$ cat config.mk
export PLATFORM = sky130hd
export DESIGN_NAME = crm_clock_reset_manager
export DESIGN_NICKNAME = d
export VERILOG_FILES = /design/src/hdl/crm_pkg.sv /design/src/hdl/crm_clock_reset_manager.sv
export VERILOG_INCLUDE_DIRS = /design/src /design/src/hdl
export SDC_FILE = /design/constraint.sdc
export NUM_CORES = 1
export LEC_CHECK = 0
export ABC_AREA = 1
export BUFFER_PORTS_ARGS = -buffer_cell sky130_fd_sc_hd__buf_2
export CAP_MARGIN = 0
export CORE_MARGIN = 5
export CORE_UTILIZATION = 50
export CTS_CLUSTER_SIZE = 8
export DETAILED_ROUTE_END_ITERATION = 10
export GPL_TIMING_DRIVEN = 0
export PLACE_DENSITY = 0.84
export SLEW_MARGIN = 15
export SYNTH_ARGS = -nofsm -noshare
export SYNTH_HDL_FRONTEND = slang
export SYNTH_SLANG_ARGS = --single-unit
$ cat constraint.sdc
create_clock -name core_clk -period 1.9 [get_ports core_clk]
set_input_delay 0.285 -clock core_clk [delete_from_list [all_inputs] [get_ports core_clk]]
set_output_delay 0.285 -clock core_clk [all_outputs]
set_load 0.005 [all_outputs]
$ cat src/hdl/crm_cfg.svh
// Constants for the clock and reset manager
`ifndef CRM_CFG_SVH
`define CRM_CFG_SVH

// Slow source select encodings
`define CRM_SRC_RC 1'b0
`define CRM_SRC_XTAL 1'b1
`define CRM_SRC_RESET `CRM_SRC_RC

// Reset cause record field positions
`define CRM_CAUSE_PIN 0
`define CRM_CAUSE_WDOG 1
`define CRM_CAUSE_SOFT 2
`define CRM_CAUSE_WAKE 3
`define CRM_CAUSE_W 4
`define CRM_CAUSE_RESET 4'h0

// Timing
`define CRM_CLK_MHZ 25
`define CRM_POR_HOLD_NS 1000
`define CRM_POR_CYCLES ((`CRM_POR_HOLD_NS * `CRM_CLK_MHZ + 999) / 1000)
`define CRM_RST_PULSE_CYCLES 4

`endif

$ cat src/hdl/crm_pkg.sv
// Types for the clock and reset manager
package crm_pkg;
	typedef enum logic [1:0] {
		SLOW_OFF = 2'b00,
		SLOW_WAIT = 2'b01,
		SLOW_RUN = 2'b11,
		SLOW_SWITCH = 2'b10
	} crm_slow_state_t;

	typedef struct packed {
		logic cpuClk;
		logic p1m;
		logic p16m;
		logic p32m;
	} crm_fast_req_t;

	typedef struct packed {
		logic valid;
		logic fromXtal;
	} crm_slow_stat_t;
endpackage

$ cat src/hdl/crm_clock_reset_manager.sv
// Clock source control and reset generation
//
// Operation
// - Fast clocks gated by each request
// - No request turns internal fast osc off
// - Internal osc used unless crystal stable
// - Crystal start, stop tasks; ready event
// - System OFF powers slow domain down
// - Old RC source runs until crystal ready
// - Switch stretches pulse, never glitches
// - Watchdog running starts RC source
// - Slow ready event when source started
// - RC quality until crystal stable
// - Stop task drops only global request
// - Source select resets to RC
// - Reset cause recorded for software
// - Power-on holds reset until supply good
// - Low reset pin causes reset
// - Wakeup from System OFF resets
// - Debug mode keeps debug port on wakeup
// - Soft reset from reset request bit
// - Watchdog reset, absent in System OFF
// - Brownout level differs by power mode
// - Causes accumulate, write one clears
`timescale 1ns/1ps
`default_nettype none
`include "crm_cfg.svh"

module crm_clock_reset_manager (
	input wire logic core_clk, // System clock, 25 MHz
	input wire logic rst, // Synchronous reset, high
	input wire crm_pkg::crm_fast_req_t fastReq, // Fast clock requests
	input wire logic fastCrystalStartTask, // Crystal start pulse
	input wire logic fastCrystalStopTask, // Crystal stop pulse
	input wire logic fastCrystalStable, // Crystal settled, async
	input wire logic slowClockStartTask, // Slow start pulse
	input wire logic slowClockStopTask, // Slow stop pulse
	input wire logic slowSourceSelectWr, // Write strobe for select
	input wire logic slowSourceSelectIn, // New select value
	input wire logic slowRcReady, // RC source up, async
	input wire logic slowXtalReady, // Crystal source up, async
	input wire logic slowRcTick, // RC clock level, async
	input wire logic slowXtalTick, // Crystal clock level, async
	input wire logic watchdogRunning, // Watchdog is active
	input wire logic modemNeedsSlow, // Modem needs slow clock
	input wire logic systemOff, // System OFF mode
	input wire logic debugMode, // Debug interface mode
	input wire logic supplyGood, // Supply above minimum, async
	input wire logic regulatorsUp, // Regulators started, async
	input wire logic brownoutActive, // Below active level, async
	input wire logic brownoutSleep, // Below sleep level, async
	input wire logic externalResetPinN, // Reset pin, low active
	input wire logic wakeupEvent, // Wakeup from System OFF
	input wire logic systemResetRequestBit, // Soft reset request
	input wire logic watchdogTimeout, // Watchdog expired
	input wire logic [`CRM_CAUSE_W-1:0] causeClear, // Write one to clear
	output logic fastInternalOn_ff, // Internal fast osc enable
	output logic fastCrystalOn_ff, // Crystal fast osc enable
	output crm_pkg::crm_fast_req_t fastGate_ff, // Fast clock gates
	output logic fastCrystalReadyEvent_ff, // Crystal ready pulse
	output logic slowRcOn_ff, // RC source enable
	output logic slowXtalOn_ff, // Crystal source enable
	output logic slowClockOut_ff, // Slow clock output
	output logic slowClockReadyEvent_ff, // Slow ready pulse
	output crm_pkg::crm_slow_stat_t slowClockStatus_ff, // Running and source
	output logic slowSourceSelect_ff, // Current select value
	output logic [`CRM_CAUSE_W-1:0] resetCauseRecord_ff, // Reset causes
	output logic systemReset_ff, // System reset out
	output logic debugReset_ff // Debug port reset out
);

	// -----------------------------------------------------------------
	// Input synchronisers
	// -----------------------------------------------------------------
	localparam int SN = 10;
	logic [SN-1:0] syncA_ff;
	logic [SN-1:0] syncB_ff;
	logic xtalStableS;
	logic rcReadyS;
	logic xReadyS;
	logic rcTickS;
	logic xTickS;
	logic supplyS;
	logic regS;
	logic borOnS;
	logic borOffS;
	logic pinNS;

	// Two flops on every asynchronous level
	always_ff @(posedge core_clk) begin
		syncA_ff <= {fastCrystalStable, slowRcReady, slowXtalReady, slowRcTick, slowXtalTick,
			supplyGood, regulatorsUp, brownoutActive, brownoutSleep, externalResetPinN};
		syncB_ff <= syncA_ff;
	end
	assign {xtalStableS, rcReadyS, xReadyS, rcTickS, xTickS, supplyS, regS, borOnS, borOffS, pinNS} = syncB_ff;

	// -----------------------------------------------------------------
	// Fast clock controller
	// -----------------------------------------------------------------
	logic anyFast;
	logic xtalStableD_ff;
	assign anyFast = |fastReq;

	// Crystal start and stop tasks
	always_ff @(posedge core_clk) begin
		if (rst) begin
			fastCrystalOn_ff <= 1'b0;
		end else if (fastCrystalStartTask) begin
			fastCrystalOn_ff <= 1'b1;
		end else if (fastCrystalStopTask || systemOff) begin
			fastCrystalOn_ff <= 1'b0;
		end
	end

	// Internal osc only when requested and crystal not up
	always_ff @(posedge core_clk) begin
		if (rst) begin
			fastInternalOn_ff <= 1'b0;
		end else begin
			fastInternalOn_ff <= anyFast && !(fastCrystalOn_ff && xtalStableS);
		end
	end

	// Per-clock gates follow each request
	always_ff @(posedge core_clk) begin
		if (rst) begin
			fastGate_ff <= '0;
		end else begin
			fastGate_ff <= fastReq;
		end
	end

	// Ready event once per start, on rising settled level
	always_ff @(posedge core_clk) begin
		if (rst) begin
			xtalStableD_ff <= 1'b0;
			fastCrystalReadyEvent_ff <= 1'b0;
		end else begin
			xtalStableD_ff <= xtalStableS && fastCrystalOn_ff;
			fastCrystalReadyEvent_ff <= xtalStableS && fastCrystalOn_ff && !xtalStableD_ff;
		end
	end

	// -----------------------------------------------------------------
	// Slow clock controller
	// -----------------------------------------------------------------
	crm_pkg::crm_slow_state_t slowState_ff;
	crm_pkg::crm_slow_state_t nxt_slowState;
	logic globalReq_ff;
	logic activeSrc_ff;
	logic targetSrc_ff;
	logic xtalEverStable_ff;
	logic slowNeeded;
	logic targetReady;
	logic stretch_ff;

	// Source select register, default RC
	always_ff @(posedge core_clk) begin
		if (rst) begin
			slowSourceSelect_ff <= `CRM_SRC_RESET;
		end else if (slowSourceSelectWr) begin
			slowSourceSelect_ff <= slowSourceSelectIn;
		end
	end

	// Global request: start sets, stop clears only this
	always_ff @(posedge core_clk) begin
		if (rst || systemOff) begin
			globalReq_ff <= 1'b0;
		end else if (slowClockStartTask) begin
			globalReq_ff <= 1'b1;
		end else if (slowClockStopTask) begin
			globalReq_ff <= 1'b0;
		end
	end

	// Target source latched at start; watchdog alone uses RC
	always_ff @(posedge core_clk) begin
		if (rst) begin
			targetSrc_ff <= `CRM_SRC_RC;
		end else if (slowClockStartTask) begin
			targetSrc_ff <= slowSourceSelect_ff;
		end else if (!globalReq_ff && watchdogRunning) begin
			targetSrc_ff <= `CRM_SRC_RC;
		end
	end

	assign slowNeeded = !systemOff && (globalReq_ff || watchdogRunning || modemNeedsSlow);
	assign targetReady = (targetSrc_ff == `CRM_SRC_XTAL) ? xReadyS : rcReadyS;

	// Slow controller sequencing
	always_comb begin
		nxt_slowState = slowState_ff;
		case (slowState_ff)
			crm_pkg::SLOW_OFF: begin
				if (slowNeeded) begin
					nxt_slowState = crm_pkg::SLOW_WAIT;
				end
			end
			crm_pkg::SLOW_WAIT: begin
				if (!slowNeeded) begin
					nxt_slowState = crm_pkg::SLOW_OFF;
				end else if (rcReadyS || targetReady) begin
					nxt_slowState = crm_pkg::SLOW_RUN;
				end
			end
			crm_pkg::SLOW_RUN: begin
				if (!slowNeeded) begin
					nxt_slowState = crm_pkg::SLOW_OFF;
				end else if (activeSrc_ff != targetSrc_ff && targetReady) begin
					nxt_slowState = crm_pkg::SLOW_SWITCH;
				end
			end
			crm_pkg::SLOW_SWITCH: begin
				if (!slowNeeded) begin
					nxt_slowState = crm_pkg::SLOW_OFF;
				end else if (activeSrc_ff == targetSrc_ff && !stretch_ff) begin
					nxt_slowState = crm_pkg::SLOW_RUN;
				end
			end
			default: nxt_slowState = crm_pkg::SLOW_OFF;
		endcase
	end

	always_ff @(posedge core_clk) begin
		if (rst) begin
			slowState_ff <= crm_pkg::SLOW_OFF;
		end else begin
			slowState_ff <= nxt_slowState;
		end
	end

	// Source enables; RC kept on as stand-in until crystal stable
	always_ff @(posedge core_clk) begin
		if (rst) begin
			slowRcOn_ff <= 1'b0;
			slowXtalOn_ff <= 1'b0;
			xtalEverStable_ff <= 1'b0;
		end else begin
			slowXtalOn_ff <= slowNeeded && targetSrc_ff == `CRM_SRC_XTAL;
			slowRcOn_ff <= slowNeeded && (targetSrc_ff == `CRM_SRC_RC || activeSrc_ff == `CRM_SRC_RC
				|| !xtalEverStable_ff);
			if (xReadyS) begin
				xtalEverStable_ff <= 1'b1;
			end
		end
	end

	// Active source: hand-over only during a low phase of the old clock
	always_ff @(posedge core_clk) begin
		if (rst) begin
			activeSrc_ff <= `CRM_SRC_RC;
			stretch_ff <= 1'b0;
		end else if (slowState_ff == crm_pkg::SLOW_WAIT) begin
			activeSrc_ff <= targetReady ? targetSrc_ff : `CRM_SRC_RC;
			stretch_ff <= 1'b0;
		end else if (slowState_ff == crm_pkg::SLOW_SWITCH) begin
			if (!stretch_ff && !slowClockOut_ff) begin
				stretch_ff <= 1'b1; // Old clock low: freeze output
			end else if (stretch_ff && !xTickS && !rcTickS) begin
				activeSrc_ff <= targetSrc_ff;
				stretch_ff <= 1'b0;
			end
		end
	end

	// Glitch-free output: held low from a low phase of the old clock until the hand-over
	always_ff @(posedge core_clk) begin
		if (rst) begin
			slowClockOut_ff <= 1'b0;
		end else if (slowState_ff == crm_pkg::SLOW_OFF || slowState_ff == crm_pkg::SLOW_WAIT || stretch_ff) begin
			slowClockOut_ff <= 1'b0;
		end else begin
			slowClockOut_ff <= (activeSrc_ff == `CRM_SRC_XTAL) ? xTickS : rcTickS;
		end
	end

	// Status and ready event on entry to running
	always_ff @(posedge core_clk) begin
		if (rst) begin
			slowClockStatus_ff <= '0;
			slowClockReadyEvent_ff <= 1'b0;
		end else begin
			slowClockStatus_ff.valid <= nxt_slowState != crm_pkg::SLOW_OFF && nxt_slowState != crm_pkg::SLOW_WAIT;
			slowClockStatus_ff.fromXtal <= activeSrc_ff;
			slowClockReadyEvent_ff <= slowState_ff == crm_pkg::SLOW_WAIT
				&& nxt_slowState == crm_pkg::SLOW_RUN;
		end
	end

	// -----------------------------------------------------------------
	// Reset generation
	// -----------------------------------------------------------------
	localparam logic [7:0] POR_CYC = 8'(`CRM_POR_CYCLES);
	localparam logic [7:0] PULSE_CYC = 8'(`CRM_RST_PULSE_CYCLES);
	logic [7:0] porCnt_ff;
	logic [7:0] pulseCnt_ff;
	logic porHold;
	logic brownout;
	logic [`CRM_CAUSE_W-1:0] causeSet;
	logic wakeOnly;
	logic wakeOnly_ff;

	assign brownout = systemOff ? borOffS : borOnS;
	assign porHold = !(supplyS && regS) || brownout;
	assign causeSet[`CRM_CAUSE_PIN] = !pinNS;
	assign causeSet[`CRM_CAUSE_WDOG] = watchdogTimeout && !systemOff;
	assign causeSet[`CRM_CAUSE_SOFT] = systemResetRequestBit;
	assign causeSet[`CRM_CAUSE_WAKE] = wakeupEvent && systemOff;
	assign wakeOnly = causeSet == (`CRM_CAUSE_W'(1) << `CRM_CAUSE_WAKE);

	// Power-on hold counter restarts while supply is not good
	always_ff @(posedge core_clk) begin
		if (rst || porHold) begin
			porCnt_ff <= POR_CYC;
		end else if (porCnt_ff != 8'h00) begin
			porCnt_ff <= porCnt_ff - 8'h01;
		end
	end

	// Pulse stretcher for event-driven resets
	always_ff @(posedge core_clk) begin
		if (rst) begin
			pulseCnt_ff <= 8'h00;
			wakeOnly_ff <= 1'b0;
		end else if (|causeSet) begin
			pulseCnt_ff <= PULSE_CYC;
			wakeOnly_ff <= wakeOnly && debugMode;
		end else if (pulseCnt_ff != 8'h00) begin
			pulseCnt_ff <= pulseCnt_ff - 8'h01;
		end
	end

	// Reset outputs
	always_ff @(posedge core_clk) begin
		if (rst) begin
			systemReset_ff <= 1'b1;
			debugReset_ff <= 1'b1;
		end else begin
			systemReset_ff <= porHold || porCnt_ff != 8'h00 || |causeSet || pulseCnt_ff != 8'h00;
			debugReset_ff <= porHold || porCnt_ff != 8'h00
				|| ((|causeSet && !(wakeOnly && debugMode)) || (pulseCnt_ff != 8'h00 && !wakeOnly_ff));
		end
	end

	// Cause record: set wins over clear; power-on clears all
	always_ff @(posedge core_clk) begin
		if (rst || porHold) begin
			resetCauseRecord_ff <= `CRM_CAUSE_RESET;
		end else begin
			resetCauseRecord_ff <= (resetCauseRecord_ff & ~causeClear) | causeSet;
		end
	end

endmodule
`default_nettype wire

## Word-level counts from Yosys, hierarchy flattened

Cells that the tools add are included.

| operators by class | value |
|---|---|
| muxes and demuxes | 26 |
| reduce and logical (&&, ||, !) cells | 67 |
| $add $sub $neg | 2 |
| equality and inequality tests | 9 |
| bitwise gates (word level) | 5 |

Operators with widths:

| kind | number |
|---|---|
| 1-bit logical AND | 20 |
| 1-bit logical OR | 16 |
| 1-bit two-way mux | 16 |
| 2-bit nonzero test | 8 |
| 8-bit nonzero test | 2 |
| 8-bit by 1-bit subtractor with 8-bit output (second input constant) | 2 |
| 2-bit two-way mux | 7 |
| 1-bit zero test | 13 |
| 2-bit one-hot mux with 4 select lines | 1 |
| 4-bit OR reduction | 2 |
| 2-bit equality test (second input constant) | 3 |
| 3-bit two-way mux | 2 |
| 5-bit OR reduction | 1 |
| 4-bit bitwise AND | 1 |
| 4-bit equality test (second input constant) | 1 |
| 2-bit by 1-bit inequality test with 1-bit output (second input constant) | 2 |
| 4-bit inverter | 1 |
| 4-bit bitwise OR | 1 |
| 2-bit OR reduction | 2 |
| 3-bit AND reduction | 1 |
| 2-bit by 1-bit equality test with 1-bit output (second input constant) | 1 |
| 2-bit zero test | 1 |
| 1-bit inverter | 2 |
| 2-bit AND reduction | 1 |
| 2 further kinds | 2 |

| storage, ports and cells | value |
|---|---|
| bits of input ports | 33 |
| logic and storage cells | 139 |
| register bits after elaboration | 65 |

## Depth between registers and ports, before layout

Gate-level depths: netlist of run 1.

| logic depth | value |
|---|---|
| depth in word-level cells | 8 |
| depth in mapped cells | 10 |

## Least setup slack after synthesis of run 1

No wires, ideal clock.

| path | value |
|---|---|
| path kind | reg2reg |
| start | reg slowState_ff[1] |
| end | reg slowClockReadyEvent_ff |
| cell stages (with the launch flop) | 11 |
| clock period less this slack | 1.317 ns |
| buffers on the path | 0 |
| data arrival time | 1.204 ns |
| slack | 0.583 ns |
| data required time | 1.787 ns |
| path through | dfxtp_1 inv_1 ha_1 inv_1 nand2_1 o21ai_0 nand3_1 nand2_1 nand2_1 nand2_1 nor2_1 |

| between the ends | value |
|---|---|
| longest elaborated chain between the ends | 5 |
| elaborated cells between the ends (all ways) | 14 |
| those cells by class | eq/ne (4); mux (8); reduce/logical (2) |

Ends and longest elaborated chain:

| what | RTL line | source |
|---|---|---|
| start: declaration | crm_clock_reset_manager.sv:147 | `crm_pkg::crm_slow_state_t slowState_ff;` |
| start signal: assignment | crm_clock_reset_manager.sv:227 | `slowState_ff <= crm_pkg::SLOW_OFF;` |
| start signal: assignment | crm_clock_reset_manager.sv:229 | `slowState_ff <= nxt_slowState;` |
| 2-bit two-way mux, on equally long branches | crm_clock_reset_manager.sv:217, crm_clock_reset_manager.sv:203, crm_clock_reset_manager.sv:210 |  |
| 2-bit two-way mux, on equally long branches | crm_clock_reset_manager.sv:215, crm_clock_reset_manager.sv:201, crm_clock_reset_manager.sv:208 |  |
| 2-bit one-hot mux with 4 select lines | crm_clock_reset_manager.sv:194 | `case (slowState_ff)` |
| 2-bit equality test | crm_clock_reset_manager.sv:287 | `&& nxt_slowState == crm_pkg::SLOW_RUN;` |
| 1-bit logical AND * | crm_clock_reset_manager.sv:287 |  |
| end signal: assignment | crm_clock_reset_manager.sv:286 | `slowClockReadyEvent_ff <= slowState_ff == crm_pkg::SLOW_WAIT` |
| end: declaration | crm_clock_reset_manager.sv:64 | `output logic slowClockReadyEvent_ff,` |

Every way passes the cells marked *; elsewhere a longest branch is shown, timed or not.
A chain may end at the register's enable or synchronous reset.

## Worst setup path in the final report of run 1

Same ends and word-level chain as after synthesis.

==> flow_summary.json, run 1 <==
{
  "status": "finished, final reports clean",
  "worstHoldEndpoint": "syncA_ff[8]",
  "dieArea_um2": 6260,
  "power_frac_comb_pct": 10.3,
  "intPower_uw": 2120,
  "crit_required_ns": 2.14,
  "path_buf_inv": 2,
  "dr.pass1.iters": 4,
  "fmax_mhz": 658,
  "postPlaceCellArea_um2": 2710,
  "path_clk_slew_ns": 0.07,
  "vias_per_cell": 4.86,
  "cpPeakStageDelay_ns": 0.41,
  "layout.nets": 385,
  "ctsHoldBuffers": 0,
  "crit_path_max_fanout": 5,
  "core_um2": 4690,
  "syn_area_um2": 2390,
  "startpoint_type": "flip-flop",
  "grt_usage_pct": 16.4,
  "syn_area_per_cell_um2": 8.50,
  "cts_buffer_depth": 2,
  "antenna_cells": 0,
  "r2r_end": "slowClockReadyEvent_ff",
  "endpoint_kind": "flip-flop",
  "die_w_um": 79.1,
  "grt_setup_unrepaired": "no",
  "place_ws_ns": 0.403,
  "synth-seq-cells": 65,
  "worstRegToRegCells": 10,
  "fin_area_um2": 2890,
  "crit_family": "simple AND/OR/NAND/NOR gates",
  "dp_hpwl_mm": 3.60,
  "worstReg2RegStart": "slowState_ff[1]",
  "p_per_area_nw_per_um2": 970,
  "worst_path_max_delay_cell": "dfxtp_1",
  "relSlewSlack_pct": 71.1,
  "path_class": "reg -> reg",
  "wl_mm": 4.80,
  "min-delay-start": "slowRcReady",
  "cp_common_cell": "nand2_1",
  "numCtsBuffers": 9,
  "synth.distinct_cells": 33,
  "grt_max_degree": 11,
  "holdWs_ns": 0.0477,
  "rows": 25,
  "grt_pass1_wl_mm": 7.78,
  "postSynthCellCount": 281,
  "period_share_pct": 80.0,
  "start_util_pct": 50.9,
  "drv_cap": 0,
  "drive_above_1_share_pct": 23.6,
  "p_seq_share_pct": 52.0,
  "drt_iter0_markers": 108,
  "hold_depth": 1,
  "synth_nets": 323,
  "synth_seq_area_share_pct": 54.5,
  "root_buffer": "clkbuf_8",
  "vias": 1948,
  "skew_ns": 0.00525,
  "antenna_found_initial": 0,
  "final_common_cell": "dfxtp_1",
  "cts_resized": 0,
  "remaining_drc_errors": 0,
  "place.gp.congestion": 0.844,
  "vdd_drop_max_v": 0.000524,
  "tightest_slew_ns": 0.433,
  "p_clk_share_pct": 37.7,
  "grt_pass1_vias": 1795,
  "io_buffers": 51,
  "setup_violations": 0,
  "path_cells": "inv_1, ha_1, inv_1, nand2_1, o21ai_0, nand3_1, nand2_1, nand2_1, nand2_1, nor2_1",
  "cts_setup_buffers": 0,
  "overflow": 0,
  "clock-sinks": 65,
  "setup_ws_ns": 0.380,
  "power_switching_share_pct": 24.4,
  "fin_crit_ns": 1.52,
  "yosysWarnings": 0,
  "ant_nets": 0,
  "switching_power_uw": 686,
  "p_leak_uw": 0.00149,
  "clkLatencyLatePin_ns": 0.34,
  "syn_to_final_growth_pct": 21.1,
  "htree_levels": 3,
  "tns_ns": 0,
  "cts_tree": "yes",
  "most-common-layout-cells": "dfxtp_1, buf_2, inv_1, nand2_1, nor2_1",
  "hold_path_class": "in -> reg",
  "worstPathArrival_ns": 1.76,
  "r2r_slack_ns": 0.38,
  "ioPinCount": 53,
  "fp.dieH_um": 79.1,
  "hold_viol": 0,
  "finalMaxSlewViolations": 0,
  "wl_per_cell_um": 12.0
}
## worst register-to-register path, stage by stage (launching register included)
cell     delay, ns
dfxtp_1       0.41
inv_1         0.09
ha_1          0.22
inv_1         0.12
nand2_1       0.10
o21ai_0       0.14
nand3_1       0.10
nand2_1       0.06
nand2_1       0.04
nand2_1       0.08
nor2_1        0.05
## worst max path at each step
stage	startpoint	depth (start not counted)	slack, ns	endpoint
2_1_floorplan	slowState_ff[1]	10	0.58	slowClockReadyEvent_ff
3_3_place_gp	slowState_ff[1]	10	0.42	slowClockReadyEvent_ff
3_5_place_dp	slowState_ff[1]	10	0.40	slowClockReadyEvent_ff
5_1_grt	slowState_ff[1]	10	0.22	slowClockReadyEvent_ff
4_1_cts	slowState_ff[1]	10	0.38	slowClockReadyEvent_ff
6_report	slowState_ff[1]	10	0.38	slowClockReadyEvent_ff
## routing by layer
layer	share of wire [%]	global-route usage, %	vias to the layer above	wire, µm
met5	0	0	-	0
met4	2.7	10.3	0	128
met3	6.5	4.65	11	314
met2	47	25.8	54	2240
met1	44	19.5	882	2120
li1	-	-	1001	-
## area by class of cell
type / count / area, µm²
plain buffers: 2 / 8.76
clock buffers: 13 / 169
clock inverters: 2 / 12.5
fillers: 416 / 1800
inverters: 48 / 181
multi-input cells: 166 / 896
flip-flops and latches: 65 / 1300
well taps: 54 / 67.6
repair buffers: 51 / 255
## stage by stage
stage,std cells,power (µW),utilization [%]
after detailed placement,386,1780,57.8
final,401,2810,61.6
after CTS,401,2820,61.6
after floorplan,281,1680,-
after global routing,401,2930,61.6
after global placement,386,1760,57.8
## registers in the layout (all words and copies together) (netlist names), 2 cells and up
name / count
slowState_ff: 2
slowClockStatus_ff: 2
resetCauseRecord_ff: 4
porCnt_ff: 8
fastGate_ff: 4
syncA_ff: 10
pulseCnt_ff: 8
syncB_ff: 10
## power by group through the flow
| stage | Clock, µW | Combinational (µW) | Sequential [µW] |
|---|---|---|---|
| detailed placement | 0 | 288 | 1490 |
| CTS | 1070 | 290 | 1460 |
| finish | 1060 | 289 | 1460 |
| global route | 1140 | 328 | 1460 |
| floorplan | 0 | 199 | 1480 |
| global placement | 0 | 276 | 1490 |
## Yosys cell counts (all sizes together)
master  count  area [µm²]
dfxtp      65        1300
nand2      50         210
inv        47         176
nor2       38         155
a21oi      16        83.8
o21ai      15        75.1
nand3      14        75.1
ha          9         113
nor3        7        51.3
xnor2       5        43.8
buf         2        8.75
o211ai      2        15.0
xor2        2        17.5
a211oi      1        7.51
a22oi       1        7.51
a31oi       1        6.26
a41oi       1        8.76
clkinv      1        5.00
nand3b      1        7.51
nand4       1        6.26
nor4        1        6.26
or2         1        6.26
## kinds of logic (layout without fill, tap and decap cells)
logic type	Yosys count	count (layout)	share of synthesized area (%)
AO/OA/AOI/OAI	37	37	8.54
XOR/XNOR	7	7	2.57
adder cells (fa/ha/maj)	9	9	4.72
buffers and inverters	50	116	7.97
flip-flops	65	65	54.5
AND/OR/NAND/NOR	113	113	21.7
(Power assumes the default switching activity.)
==> run 2: changes to the inputs <==
Settings changed: ABC_AREA 1 to 0, CORE_UTILIZATION 50 to 47, PLACE_DENSITY 0.84 to 0.83.
Clock period 1.9 ns to 1.3 ns, I/O delays scaled along.
==> flow_summary.json, run 2 <==
{
  "remaining_drc_errors": 0,
  "route.met3.wl_um": 376,
  "clock-sinks": 65,
  "relSlewSlack_pct": 64.8,
  "wl_per_cell_um": 13.5,
  "power_frac_comb_pct": 9.9,
  "endpoint_kind": "flip-flop",
  "core_um2": 4720,
  "worst_path_max_delay_cell": "or4_4",
  "synthArstFlopShare_pct": 0,
  "place_ws_ns": -0.318,
  "reg_top3": "syncA_ff x10, syncB_ff x10",
  "met2_length_mm": 2.66,
  "wl_met1_mm": 2.10,
  "synth.distinct_cells": 37,
  "yosysWarnings": 0,
  "synth_most_common_cell": "dfxtp_1",
  "startpoint_type": "flip-flop",
  "synth_nets": 269,
  "rows": 25,
  "start_util_pct": 48.6,
  "status": "finished, violations left",
  "placed_cells": 345,
  "vias_per_cell": 4.92,
  "path_cells": "or4_4, nor4b_4, or3_4, a31oi_1",
  "ant_nets": 0,
  "tightest_slew_ns": 0.528,
  "cpPeakStageDelay_ns": 0.57,
  "p_per_area_nw_per_um2": 1320,
  "worstPathArrival_ns": 1.80,
  "setup.worst_path.end": "pulseCnt_ff[2]",
  "hold_viol": 0,
  "place.gp.congestion": 0.824,
  "syn_area_um2": 2300,
  "nFillCells": 317,
  "p_seq_share_pct": 47.1,
  "drive_above_1_share_pct": 43.0,
  "finalMaxSlewViolations": 0,
  "grt_max_degree": 13,
  "postPlaceCellArea_um2": 2690,
  "ioPinCount": 53,
  "vias": 1908,
  "worstReg2RegStart": "pulseCnt_ff[5]",
  "synth_edf_count": 0,
  "fin_crit_ns": 1.59,
  "fp.dieH_um": 79.9,
  "power_switching_share_pct": 23.2,
  "violations": "setup timing",
  "grt_pass1_vias": 1938,
  "synth.area.top_cells": "dfxtp_1, nor2_1, ha_1",
  "yosysTopAreaCellShare_pct": 56.6,
  "root_buffer": "clkbuf_8",
  "crit_family": "simple AND/OR/NAND/NOR gates",
  "fmax_mhz": 629,
  "numCtsBuffers": 9,
  "cts_buffer_depth": 2,
  "dr.pass1.iters": 5,
  "antenna_cells": 0,
  "overflow": 0,
  "crit_required_ns": 1.51,
  "layoutNonFillerInstCount": 388,
  "finalPower_uw": 4450,
  "drt_iter0_markers": 55,
  "intPower_uw": 3420,
  "dr.max_layer_used": "met4",
  "syn_area_per_cell_um2": 10.1,
  "setup_violations": 16,
  "r2r_end": "pulseCnt_ff[2]",
  "htree_levels": 3,
  "synth-seq-cells": 65,
  "grt_pass1_wl_mm": 8.47,
  "hold_path_class": "in -> reg",
  "ys.flop_type": "dfxtp_1",
  "layout.nets": 358,
  "crit_path_max_fanout": 3,
  "cts_tree": "yes",
  "path_clk_slew_ns": 0.07,
  "setup_ws_ns": -0.289,
  "skew_ns": 0.00883,
  "final_common_cell": "dfxtp_1",
  "most-common-layout-cells": "dfxtp_1, buf_2, nor2_1",
  "final_util_pct": 71.5,
  "p_leak_uw": 0.00140,
  "worstRegToRegCells": 4,
  "cp.depth": 4,
  "drv_cap": 0,
  "path_class": "reg -> reg",
  "ys_top_cells_by_count": "dfxtp_1, nor2_1, a21oi_1, inv_1, nand2_1",
  "clkLatencyLatePin_ns": 0.34,
  "crit_start": "pulseCnt_ff[5]",
  "path_buf_inv": 0,
  "dp_hpwl_mm": 3.10,
  "period_share_pct": 122,
  "wl_mm": 5.24,
  "grt_usage_pct": 17.5,
  "r2r_slack_ns": -0.29,
  "yosys.area.top_type": "dfxtp_1",
  "grt_setup_unrepaired": "yes",
  "die_w_um": 79.9,
  "io_buffers": 51,
  "switching_power_uw": 1030,
  "vdd_drop_max_v": 0.00102,
  "postSynthCellCount": 227,
  "dieArea_um2": 6390,
  "p_clk_share_pct": 43.0,
  "antenna_found_initial": 0,
  "syn_to_final_growth_pct": 47.1,
  "synth_seq_area_share_pct": 56.6,
  "fin_area_um2": 3380
}
run 2: kinds of logic after synthesis:
logic type | share of synthesized area, %
compound gates | 7.30
xor+xnor | 4.58
buf+inv | 2.67
flops | 56.6
fa+ha+maj | 4.90
simple gates | 21.2
mux | 2.67
run 2: final cells by class:
class                   count  area [µm²]  area share, %
multi-input cells         146        1170           34.7
repair buffers             78         498           14.7
well taps                  67        83.8           2.48
plain buffers               3        12.5          0.370
inverters                  13        53.8           1.59
clock buffers              10         138           4.07
flip-flops and latches     65        1330           39.3
clock inverters             6        91.3           2.70
run 2: worst min-delay path by stage:
stage,from,end,slack [ns],depth (start not counted)
floorplan,externalResetPinN,syncA_ff[0],0.22,0
global placement,slowXtalReady,syncA_ff[7],0.30,1
detailed placement,regulatorsUp,syncA_ff[3],0.30,1
CTS,fastCrystalStartTask,fastCrystalOn_ff,0.06,3
global route,fastReq[1],fastGate_ff[1],0.06,2
finish,fastCrystalStartTask,fastCrystalOn_ff,0.07,3
run 2: worst reg2reg max path: cells and delay by family, from the launching register on:
kind	cells	cell delay, ns
AO/OA/AOI/OAI	1	0.06
AND/OR/NAND/NOR	3	1.07
flip-flops	1	0.32
run 2: per-stage QoR:
stage | TNS (ns) | hold slack [ns]
floorplan | -1.25 | 0.223
global placement | -5.63 | 0.297
detailed placement | -6.07 | 0.299
CTS | -2.78 | 0.0603
global route | -4.14 | 0.0646
finish | -3.08 | 0.0686
run 2: routing by layer:
metal	vias up	track usage [%]
met3	10	6.21
met5	-	0
met4	0	8.78
met1	893	19.3
li1	943	-
met2	62	29.4
run 2: power groups by stage:
stage	Sequential, µW	Clock (µW)	Combinational [µW]
2_1_floorplan	2140	0	190
3_3_place_gp	2150	0	291
3_5_place_dp	2150	0	298
4_1_cts	2100	1940	390
5_1_grt	2110	2070	481
6_report	2100	1910	441
run 2: repair_timing:
item                                   4_1_cts  5_1_grt
endpoints found under the hold margin       10        0
resized for setup                           34       23
hold buffers                                10        0
setup endpoints to repair                   24       20
setup buffers                               13        6
pin swaps                                   17       14
cloned                                       0        0
==> run 3: changes to the inputs <==
Settings changed: MAX_ROUTING_LAYER from default to met4.
==> flow_summary.json, run 3 (synthesis results as in run 2) <==
{
  "crit_family": "simple AND/OR/NAND/NOR gates",
  "grt_usage_pct": 18.0,
  "place.gp.congestion": 0.837,
  "path_class": "reg -> reg",
  "remaining_drc_errors": 0,
  "finalMaxSlewViolations": 0,
  "hold_path_class": "in -> reg",
  "grt_pass1_vias": 1936,
  "vias": 1912,
  "status": "finished, violations left",
  "clkLatencyLatePin_ns": 0.35,
  "rows": 25,
  "cts_tree": "yes",
  "p_seq_share_pct": 47.1,
  "fmax_mhz": 632,
  "tightest_slew_ns": 0.524,
  "skew_ns": 0.00962,
  "drt_iter0_markers": 49,
  "setup_violations": 16,
  "syn_to_final_growth_pct": 47.1,
  "wl_per_cell_um": 13.6,
  "path_buf_inv": 0,
  "fp.dieH_um": 79.9,
  "htree_levels": 3,
  "path_clk_slew_ns": 0.07,
  "die_w_um": 79.9,
  "place_ws_ns": -0.318,
  "layout.nets": 358,
  "power_switching_share_pct": 23.2,
  "antenna_found_initial": 0,
  "wl_mm": 5.28,
  "endpoint_kind": "flip-flop",
  "most-common-layout-cells": "dfxtp_1, buf_2, nor2_1",
  "numCtsBuffers": 9,
  "root_buffer": "clkbuf_8",
  "cpPeakStageDelay_ns": 0.57,
  "final_common_cell": "dfxtp_1",
  "antenna_cells": 0,
  "io_buffers": 51,
  "p_leak_uw": 0.00140,
  "p_per_area_nw_per_um2": 1320,
  "vdd_drop_max_v": 0.00103,
  "crit_path_max_fanout": 3,
  "drive_above_1_share_pct": 43.0,
  "vias_per_cell": 4.93,
  "worst_path_max_delay_cell": "or4_4",
  "dieArea_um2": 6390,
  "setup_ws_ns": -0.283,
  "fin_crit_ns": 1.58,
  "power_frac_comb_pct": 9.9,
  "reg_top3": "syncA_ff x10, syncB_ff x10",
  "clock-sinks": 65,
  "grt_setup_unrepaired": "yes",
  "ioPinCount": 53,
  "violations": "setup timing",
  "hold_viol": 0,
  "cts_buffer_depth": 2,
  "dp_hpwl_mm": 3.10,
  "grt_max_degree": 13,
  "dr.pass1.iters": 4,
  "start_util_pct": 48.6,
  "startpoint_type": "flip-flop",
  "relSlewSlack_pct": 65.1,
  "overflow": 0,
  "p_clk_share_pct": 43.0,
  "drv_cap": 0,
  "worstPathArrival_ns": 1.79,
  "tns_ns": -3.02,
  "core_um2": 4720,
  "switching_power_uw": 1030,
  "period_share_pct": 122,
  "ant_nets": 0,
  "path_cells": "or4_4, nor4b_4, or3_4, a31oi_1",
  "crit_required_ns": 1.51,
  "intPower_uw": 3420,
  "r2r_slack_ns": -0.28,
  "grt_pass1_wl_mm": 8.47
}
run 3: cell counts in the layout (fill, tap and decap cells not counted):
Identical to the previous run, type by type.
run 3: layout make-up:
type / count / area (µm²)
fill: 317 / 1350
sequential: 65 / 1330
multi-input combinational: 146 / 1170
timing repair buffer: 78 / 498
clock buffer: 10 / 138
clock inverter: 6 / 91.3
tap: 67 / 83.8
inverter: 13 / 53.8
buffer: 3 / 12.5
run 3: worst register-to-register path: cells and delay by family (launching register included):
family | cells | cell delay (ns)
and+or+nand+nor | 3 | 1.07
DFF | 1 | 0.32
AOI/OAI and AO/OA | 1 | 0.06
run 3: what timing repair did:
action                                  4_1_cts  5_1_grt
gates resized for setup                      34       23
setup buffers                                13        6
hold buffers                                 10        0
pin swaps                                    17       14
endpoints found under the setup margin       24       20
endpoints found under the hold margin        10        0
run 3: metal layers:
metal  GRT usage [%]  part of all wire, %
met1            19.6                   40
met2            29.4                   51
met5               -                    0
met3            5.76                  6.9
met4            8.78                  2.0
run 3: per-stage QoR:
stage / power (µW) / hold slack, ns / cell area (µm²) / std cells / utilization (%)
2_1_floorplan: 2330 / 0.223 / 2350 / 227 / -
3_3_place_gp: 2440 / 0.297 / 2690 / 345 / 57.0
3_5_place_dp: 2450 / 0.299 / 2690 / 345 / 57.0
4_1_cts: 4430 / 0.0603 / 3250 / 384 / 68.8
5_1_grt: 4660 / 0.0667 / 3380 / 388 / 71.5
6_report: 4450 / 0.0677 / 3380 / 388 / 71.5
run 3: power by group through the flow:
stage | clock network (µW) | logic (µW) | registers, µW
floorplan | 0 | 190 | 2140
global placement | 0 | 291 | 2150
detailed placement | 0 | 298 | 2150
CTS | 1940 | 390 | 2100
global route | 2070 | 481 | 2110
finish | 1910 | 442 | 2100
run 3: worst paths after layout:
path | cells past startpoint | from | to
setup / recovery | 4 | pulseCnt_ff[5] | pulseCnt_ff[2]
hold / removal | 3 | fastCrystalStartTask | fastCrystalOn_ff
setup reg to reg | 4 | pulseCnt_ff[5] | pulseCnt_ff[2]
hold reg to reg | 0 | syncA_ff[8] | syncB_ff[8]
